===== config.mk =====
export PLATFORM = sky130hd
export DESIGN_NAME = pcm_counter_ctrl
export DESIGN_NICKNAME = d
export VERILOG_FILES = /design/src/pcm_pkg.sv /design/src/pcm_counter_ctrl.sv
export SDC_FILE = /design/constraint.sdc
export NUM_CORES = 1
export LEC_CHECK = 0
export ABC_AREA = 1
export BUFFER_PORTS_ARGS = -buffer_cell sky130_fd_sc_hd__clkbuf_2
export CAP_MARGIN = 20
export CORE_MARGIN = 8
export CORE_UTILIZATION = 35
export DETAILED_ROUTE_END_ITERATION = 6
export PLACE_DENSITY = 0.58
export SETUP_SLACK_MARGIN = 0.02
export SLEW_MARGIN = 10
export SYNTH_ARGS = -nofsm -noshare
export SYNTH_HDL_FRONTEND = slang
export SYNTH_SLANG_ARGS = --single-unit

===== constraint.sdc =====
create_clock -name i_ref_clk -period 3 [get_ports i_ref_clk]
set_clock_uncertainty 0.1 [all_clocks]
set_input_delay 0 -clock i_ref_clk [delete_from_list [all_inputs] [get_ports i_ref_clk]]
set_output_delay 0 -clock i_ref_clk [all_outputs]
set_load 0.01 [all_outputs]

===== src/pcm_pkg.sv =====
// constants, carriers and state layout for the counter array control block
package pcm_pkg;
    localparam logic [7:0] ADDR_CTRL      = 8'hD8;
    localparam logic [7:0] ADDR_MODE      = 8'hD9;
    localparam int         CTRL_OVF_BIT   = 7;
    localparam int         CTRL_RUN_BIT   = 6;
    localparam int         CTRL_MOD2_BIT  = 2;
    localparam int         MODE_IDLE_BIT  = 7;
    localparam int         MODE_WDEN_BIT  = 6;
    localparam int         MODE_LOCK_BIT  = 5;
    localparam int         MODE_TB_LSB    = 1;
    localparam int         MODE_MASK_BIT  = 0;
    localparam logic [2:0] TB_SYS_DIV12   = 3'h0;
    localparam logic [2:0] TB_SYS_DIV4    = 3'h1;
    localparam logic [2:0] TB_TIMER0      = 3'h2;
    localparam logic [2:0] TB_EXT_FALL    = 3'h3;
    localparam logic [2:0] TB_SYS         = 3'h4;
    localparam logic [2:0] TB_EXT_DIV8    = 3'h5;
    localparam int         PRESCALE_DIV   = 12;
    localparam int         EXT_CLK_DIV    = 8;
    localparam logic [15:0] COUNT_MAX     = 16'hFFFF;
    localparam logic [7:0]  LOW_MAX       = 8'hFF;

    typedef struct packed {
        logic [7:0] addr;
        logic       wr;
        logic [7:0] wdata;
    } pcm_sfr_req_t;

    typedef struct packed {
        logic        ovf_flag;
        logic        run_bit;
        logic [2:0]  mod_flag;
        logic        idle_suspend;
        logic        wd_enable;
        logic        wd_lock;
        logic [2:0]  timebase_sel;
        logic        ovf_irq_mask;
        logic [3:0]  prescale;
        logic [15:0] count;
        logic [7:0]  mod2_high;
        logic [2:0]  ecnt_sync;
        logic [2:0]  eclk_sync;
        logic [2:0]  ext_div;
        logic [7:0]  rdata;
        logic        irq;
        logic        wd_reset;
    } pcm_state_t;
endpackage

===== src/pcm_counter_ctrl.sv =====
// control and mode logic of the counter array with watchdog on module 2
`timescale 1ns/1ns
module pcm_counter_ctrl #(
    parameter int PRESCALE = pcm_pkg::PRESCALE_DIV,
    parameter int EXT_DIV  = pcm_pkg::EXT_CLK_DIV
) (
    // clock and reset
    input  wire logic                  i_ref_clk,
    input  wire logic                  i_reset,
    // special function register port
    input  wire pcm_pkg::pcm_sfr_req_t i_sfr,
    output logic [7:0]                 o_sfr_rdata,
    // timebase sources and idle input
    input  wire logic                  i_timer0_ovf,
    input  wire logic                  i_ext_count,
    input  wire logic                  i_ext_clk,
    input  wire logic                  i_idle,
    // capture/compare modules
    input  wire logic [2:0]            i_mod_event,
    input  wire logic [2:0]            i_ccf_irq_en,
    input  wire logic [7:0]            i_mod2_offset,
    input  wire logic                  i_mod2_high_wr,
    // status
    output logic [15:0]                o_counter,
    output logic                       o_irq,
    output logic                       o_watchdog_reset,
    output logic                       o_watchdog_active
);
    import pcm_pkg::*;

    ////////////////////////////////////////////////////////////////////////
    // elaboration checks
    if (PRESCALE % 4 != 0 || PRESCALE < 4 || PRESCALE > 16) begin : g_chk_pre
        $error("PRESCALE must be a multiple of 4 between 4 and 16");
    end
    if (EXT_DIV != 8) begin : g_chk_ext
        $error("EXT_DIV must be 8 for the 3-bit divider");
    end

    localparam logic [3:0] PRE_LAST = 4'(PRESCALE - 1);
    localparam pcm_state_t ST_RST   = '{wd_enable: 1'b1, default: '0};

    ////////////////////////////////////////////////////////////////////////
    // state and decode
    pcm_state_t s;
    pcm_state_t next_s;
    logic       ctrl_wr;
    logic       mode_wr;
    logic       ext_fall;
    logic       eclk_rise;
    logic       tick;
    logic       run;
    logic       step;
    logic       wrap;
    logic       low_ovf;
    logic       wd_match;

    ////////////////////////////////////////////////////////////////////////
    // next state
    always_comb begin
        next_s   = s;
        ctrl_wr  = i_sfr.wr && (i_sfr.addr == ADDR_CTRL);
        mode_wr  = i_sfr.wr && (i_sfr.addr == ADDR_MODE);

        // pin synchronisers; first flop feeds only the second
        next_s.ecnt_sync = {s.ecnt_sync[1:0], i_ext_count};
        next_s.eclk_sync = {s.eclk_sync[1:0], i_ext_clk};
        ext_fall  = s.ecnt_sync[2] & ~s.ecnt_sync[1];
        eclk_rise = ~s.eclk_sync[2] & s.eclk_sync[1];

        // external clock divider, free running
        if (eclk_rise) begin
            next_s.ext_div = 3'(s.ext_div + 3'h1);
        end

        // prescaler free runs from reset
        next_s.prescale = (s.prescale == PRE_LAST) ? 4'h0
                        : 4'(s.prescale + 4'h1);

        // timebase select; reserved codes never tick
        case (s.timebase_sel)
            TB_SYS_DIV12: begin
                tick = (s.prescale == PRE_LAST);
            end
            TB_SYS_DIV4: begin
                tick = (s.prescale[1:0] == 2'h3);
            end
            TB_TIMER0: begin
                tick = i_timer0_ovf;
            end
            TB_EXT_FALL: begin
                tick = ext_fall;
            end
            TB_SYS: begin
                tick = 1'b1;
            end
            TB_EXT_DIV8: begin
                tick = eclk_rise && (s.ext_div == 3'h7);
            end
            default: begin
                tick = 1'b0;
            end
        endcase

        // watchdog forces the counter on; idle suspend halts the counter even then, prescaler keeps running
        run      = (s.run_bit | s.wd_enable)
                 & ~(s.idle_suspend & i_idle);
        step     = run & tick;
        wrap     = step && (s.count == COUNT_MAX);
        low_ovf  = step && (s.count[7:0] == LOW_MAX);
        wd_match = low_ovf && (s.count[15:8] == s.mod2_high);
        if (step) begin
            next_s.count = 16'(s.count + 16'h1);
        end

        // watchdog expiry or forced expiry, one cycle pulse
        next_s.wd_reset = s.wd_enable
                        && (wd_match
                        || (ctrl_wr && i_sfr.wdata[CTRL_MOD2_BIT]));
        if (i_mod2_high_wr) begin
            next_s.mod2_high = 8'(s.count[15:8] + i_mod2_offset);
        end

        // control register; bits 5:3 are not stored
        if (ctrl_wr) begin
            next_s.ovf_flag = i_sfr.wdata[CTRL_OVF_BIT];
            next_s.run_bit  = i_sfr.wdata[CTRL_RUN_BIT];
            next_s.mod_flag = i_sfr.wdata[CTRL_MOD2_BIT:0];
        end

        // hardware set wins over a software clear in the same cycle
        if (wrap) begin
            next_s.ovf_flag = 1'b1;
        end
        next_s.mod_flag = next_s.mod_flag | i_mod_event;

        // mode register; only the enable moves while enabled
        if (mode_wr) begin
            if (s.wd_enable) begin
                if (!s.wd_lock) begin
                    next_s.wd_enable = i_sfr.wdata[MODE_WDEN_BIT];
                end
            end else begin
                next_s.idle_suspend = i_sfr.wdata[MODE_IDLE_BIT];
                next_s.wd_lock      = i_sfr.wdata[MODE_LOCK_BIT];
                next_s.wd_enable    = i_sfr.wdata[MODE_WDEN_BIT]
                                    | i_sfr.wdata[MODE_LOCK_BIT];
                next_s.timebase_sel = i_sfr.wdata[MODE_TB_LSB +: 3];
                next_s.ovf_irq_mask = i_sfr.wdata[MODE_MASK_BIT];
            end
        end
        if (s.wd_lock) begin
            next_s.wd_enable = 1'b1;
        end

        // shared interrupt request
        next_s.irq = (s.ovf_flag & s.ovf_irq_mask)
                   | (|(s.mod_flag & i_ccf_irq_en));

        // read data, one cycle behind the address
        case (i_sfr.addr)
            ADDR_CTRL: begin
                next_s.rdata = {s.ovf_flag, s.run_bit, 3'h0,
                                s.mod_flag};
            end
            ADDR_MODE: begin
                next_s.rdata = {s.idle_suspend, s.wd_enable, s.wd_lock,
                                1'b0, s.timebase_sel, s.ovf_irq_mask};
            end
            default: begin
                next_s.rdata = 8'h00;
            end
        endcase
    end

    ////////////////////////////////////////////////////////////////////////
    // state register
    always_ff @(posedge i_ref_clk or posedge i_reset) begin
        if (i_reset) begin
            s <= ST_RST;
        end else begin
            s <= next_s;
        end
    end

    assign o_sfr_rdata       = s.rdata;
    assign o_counter         = s.count;
    assign o_irq             = s.irq;
    assign o_watchdog_reset  = s.wd_reset;
    assign o_watchdog_active = s.wd_enable;
endmodule // pcm_counter_ctrl


### After elaboration in Yosys (flattened, before gate mapping)

Cells that the tools add are included.

| word-level totals | value |
|---|---|
| register bits after elaboration | 59 |

| cells by class | value |
|---|---|
| reductions and logical operators | 14 |
| $add $sub $neg | 4 |
| mux-type cells | 9 |
| bitwise operators | 15 |
| equality and inequality tests | 13 |

Operators by type and width:

| cell | count |
|---|---|
| 8-bit == test (second input constant) | 3 |
| 16-bit by 1-bit adder with 16-bit output (second input constant) | 1 |
| 16-bit == test (second input constant) | 1 |
| 8-bit case mux with 2 select lines | 1 |
| 5-bit 2-to-1 mux | 2 |
| 3-bit == test (second input constant) | 3 |
| 8-bit adder | 1 |
| 8-bit == test | 1 |
| 1-bit logical AND | 8 |
| 1-bit bitwise AND | 6 |
| 3-bit by 2-bit == test with 1-bit output (second input constant) | 2 |
| 6-bit 2-to-1 mux | 1 |
| 1-bit case mux with 6 select lines | 1 |
| 4-bit by 1-bit adder with 4-bit output (second input constant) | 1 |
| 4-bit == test (second input constant) | 1 |
| 4-bit 2-to-1 mux | 1 |
| 1-bit NOT | 4 |
| 2-bit nonzero test | 2 |
| 3-bit by 1-bit adder with 3-bit output (second input constant) | 1 |
| 3-bit bitwise AND | 1 |
| 3-bit by 1-bit == test with 1-bit output (second input constant) | 1 |
| 3-bit zero test | 1 |
| 1-bit 2-to-1 mux | 3 |
| 1-bit bitwise OR | 3 |
| other kinds (5) | 5 |

### Depth between registers and ports, before layout

| logic depth | value |
|---|---|
| depth in word-level cells | 9 |
| mapped depth | 13 |
| mapped depth without buffers | 13 |

### Worst setup path after synthesis

Ideal clock, no wire load.

| path | value |
|---|---|
| kind | reg-to-reg |
| start | register s, in the netlist o_counter[8] |
| end | register s[25] (netlist bit) |
| stages on the path, launching flop included | 14 |
| clock period less this slack | 1.772 ns |
| path slack | 1.228 ns |
| required time | 2.782 ns |
| arrival time | 1.554 ns |
| setup time | 0.118 ns |
| cell sequence | dfrtp_1 -> ha_1 -> inv_1 -> fa_1 -> inv_1 -> nand3_1 -> nand2_1 -> nand2_1 -> nand2_1 -> nand2_1 -> nand2_1 -> or2_2 -> nand3_1 -> nand2_1 |

| between the ends | value |
|---|---|
| word-level cells in the longest chain between the ends | 1 |

Ends and longest elaborated chain:

| what | line | source |
|---|---|---|
| from (decl) | pcm_counter_ctrl.sv:45 | `pcm_state_t s;` |
| from (signal assigned) | pcm_counter_ctrl.sv:182 | `s <= next_s;` |
| 8-bit adder | pcm_counter_ctrl.sv:121 | `next_s.mod2_high = 8'(s.count[15:8] + i_mod2_offset);` |

No other way between the ends.
A chain may end at the register's enable or synchronous reset.

==> summary.md <==
| Metric | Value |
|---|---|
| Clock tree root buffer cell | `clkbuf_8` |
| Post-place setup slack | `0.938 ns` |
| Detailed-route via count | `2459` |
| Global-route wire length before repair | `11.6 mm` |
| Final ANT Viol Nets | `0` |
| Number of standard cells in the final layout excluding fillers | `536` |
| Number of top-level design ports | `65` |
| Top fanout value on the critical path | `7` |
| RD Place Congestion | `0.775` |
| Startpoint class of the critical path | `input pin` |
| Overall power of the completed layout | `1.87 mW` |
| Number of buffers between clock root and the deepest sink | `2` |
| Clock share of power | `0.388` |
| Fill cells | `867` |
| Async set or reset register ratio after synthesis | `1.00` |
| Placed Area | `3330 sq um` |
| Mean post-synth cell area | `8.92 sq um` |
| Warnings, synthesis | `0` |
| Number of clock buffers inserted by TritonCTS | `9` |
| Power dissipated by switching net loads | `509 uW` |
| Min-Delay Path Class | `input pin to flop` |
| Total power density per cell area | `485 nW/um^2` |
| Number of placement rows | `34` |
| Final hold violation count | `0` |
| Post-route DRC violation count | `0` |
| Pin count of the biggest net entering global routing | `31` |
| Sw frac | `0.272` |
| Cell variety after synth | `37` |
| Mapped cell area | `3050 sq um` |
| Clock tree from TritonCTS | `yes` |
| Total congestion overflow after global routing | `0` |
| Antenna diodes | `0` |
| Cell leakage power | `1.93 nW` |
| Width of the die | `109 um` |
| Hold Worst Slack | `0.0261 ns` |
| Routed via count divided by cell count | `4.59` |
| Leading post-synthesis cells by cell area | `dfrtp_1 (47%), nand2_1 (8.7%), buf_4 (5.9%)` |
| Port bufs | `62` |
| TritonRoute pass-1 iters | `4` |
| Number of global-route vias before repair | `2472` |
| Max-cap violations | `0` |
| Cells along the critical path | `dlygate4sd3_1, clkbuf_2, nor4_1, nand3_1, inv_1, a21oi_1, dlygate4sd3_1, nand2_1, dlygate4sd3_1` |
| Clock transition at the register clock pins on the worst setup and hold paths after CTS | `0.08 ns` |
| NumNets Final | `473` |
| Power share of the sequential group | `0.474` |
| Peak supply drop | `0.189 mV` |
| Slack of the critical path | `0.602 ns` |
| Most used flip-flop cell after synthesis | `dfrtp_1` |
| Number of antenna violations at the first check in global routing | `0` |
| DR iter-0 viols | `85` |
| Fraction of final layout cells with drive strength greater than 1 | `0.227` |
| P_int | `1.36 mW` |
| Clock latency reported for the late side of the worst-skew pair | `0.35 ns` |
| Post-synthesis sequential element count | `58` |
| Critical path capture point type | `flop` |
| Share of the synthesized area in the top cell type | `0.468` |
| Die area | `12000 sq um` |
| Final worst path period share | `0.799` |
| RSZ-0062 raised after global routing | `false` |
| Category of the critical setup timing path | `input pin to flop` |
| Measured slew at the worst slew-check pin | `0.576 ns` |
| Max H-tree Level | `3` |
| Slowest stage cell on the critical path | `dlygate4sd3_1` |
| DP Cell Count | `488` |
| Post-synthesis instance total | `342` |
| Worst Path Arrival | `2.59 ns` |
| Cell area after layout | `3850 sq um` |
| Clock net sink count | `58` |
| Area leader, netlist | `dfrtp_1` |
| Required time of the critical path | `3.19 ns` |
| Part of the Yosys area used for sequential elements | `0.476` |
| Die Ht | `109 um` |
| WL/cell | `12.9 um` |
| Half-perimeter wire length after detailed placement | `5.04 mm` |
| Core Footprint | `8590 sq um` |
| Syn Nets | `392` |
| Post-synthesis to final-layout area growth | `26.3%` |
| Max Fclk | `417 MHz` |
| Logic gate share of total power | `0.137` |
| Wire length reported by the detailed router | `6.94 mm` |
| Flop-to-flop setup slack | `0.96 ns` |
| Outcome | `finished clean` |
| Number of pins exceeding their max-slew limit in the final report | `0` |
| Sum of negative setup slack | `0 ns` |
| Delay of the slowest critical-path stage | `0.56 ns` |
| Count of flip-flops with a built-in enable after synthesis | `0` |
| Starting utilization of the core area | `0.355` |
| Post-route minimum period | `2.40 ns` |
| All-Layer GR Usage | `0.125` |
| Worst-case headroom to the max-slew limit | `0.614` |
| Final-report setup violation count | `0` |
| Layout Utilization | `0.448` |
| Most frequent cell on the critical path | `dlygate4sd3_1` |
[cells by family (layout without fill, tap and decap cells)]
kind of cell,after synthesis,in the layout,synth area share
AO/OA/AOI/OAI,39,39,0.0730
XOR/XNOR,24,24,0.0689
flip-flops,58,58,0.476
adder cells (fa/ha/maj),12,12,0.0517
other,1,1,0.00123
multiplexers,2,2,0.00738
buffers and inverters,72,158,0.121
AND/OR/NAND/NOR,134,134,0.201
[area by class of cell]
cell class                 instances  area [sq um]  share of cell area
sequential                        58          1450               0.377
multi-input combinational        212          1230               0.319
timing repair buffer              96           658               0.171
inverter                          46           173              0.0448
tap                              108           135              0.0351
clock buffer                       9           124              0.0322
clock inverter                     7          80.1              0.0208
[routing by layer]
metal	share of wire	up-vias	track usage
met5	0	-	0
met4	0.013	0	0.0434
met3	0.067	10	0.0463
met2	0.48	60	0.205
met1	0.44	1148	0.146
li1	-	1241	-
[registers in the layout, indices dropped and copies added (netlist names)]
name / flops
o_sfr_rdata: 7
o_watchdog_active: 1
next_s: 4
o_watchdog_reset: 1
s: 28
o_irq: 1
o_counter: 16
[repair_timing]
action                                 in CTS  in global routing
resized for setup                           0                  0
setup buffers                               0                  0
hold buffers                               32                  0
endpoints found under the hold margin      79                  0
[cells in the mapped netlist (5+ instances only)]
library cell / n
a21oi_1: 9
buf_4: 24
dfrtp_1: 57
ha_1: 11
inv_1: 44
nand2_1: 71
nand3_1: 19
nor2_1: 21
nor3_1: 5
o21ai_0: 17
xnor2_1: 14
xor2_1: 10
[power groups by stage]
stage / registers (mW) / clock network, mW / logic, mW
6_report: 0.887 / 0.726 / 0.256
4_1_cts: 0.887 / 0.743 / 0.261
2_1_floorplan: 0.892 / 0 / 0.180
5_1_grt: 0.894 / 0.783 / 0.294
3_3_place_gp: 0.898 / 0 / 0.223
3_5_place_dp: 0.900 / 0 / 0.232
[worst paths after layout]
| path | start | endpoint | cells past startpoint |
|---|---|---|---|
| max | i_sfr[9] | s[54] | 9 |
| min reg2reg | next_s[14] | next_s[15] | 0 |
| max in group asynchronous | i_reset | next_s[18] | 5 |
| min in group asynchronous | i_reset | o_counter[12] | 3 |
| min | i_mod2_offset[1] | s[20] | 4 |
| max reg2reg | s[10] | o_counter[13] | 8 |
[cell usage in the layout, fill, tap and decap left out, drive strengths merged, types with 2 or more instances in the layout]
master / Yosys / layout
a21oi: 9 / 9
a31oi: 3 / 3
buf: 25 / 2
clkbuf: 1 / 71
clkinv: 1 / 5
clkinvlp: 0 / 2
dfrtp: 57 / 57
dlygate4sd3: 0 / 32
ha: 11 / 11
inv: 45 / 45
mux2: 2 / 2
nand2: 72 / 72
nand3: 22 / 22
nand4: 4 / 4
nor2: 22 / 22
nor3: 7 / 7
nor4: 3 / 3
o211ai: 2 / 2
o21ai: 18 / 18
o22ai: 3 / 3
or2: 3 / 3
xnor2: 14 / 14
xor2: 10 / 10
[critical path, delay by kind of cell]
family,cells,cell delay (ns)
AOI/OAI and AO/OA,1,0.10
buffers and inverters,5,2.00
and+or+nand+nor,3,0.49
No activity file was read; power rests on OpenSTA's default activity.
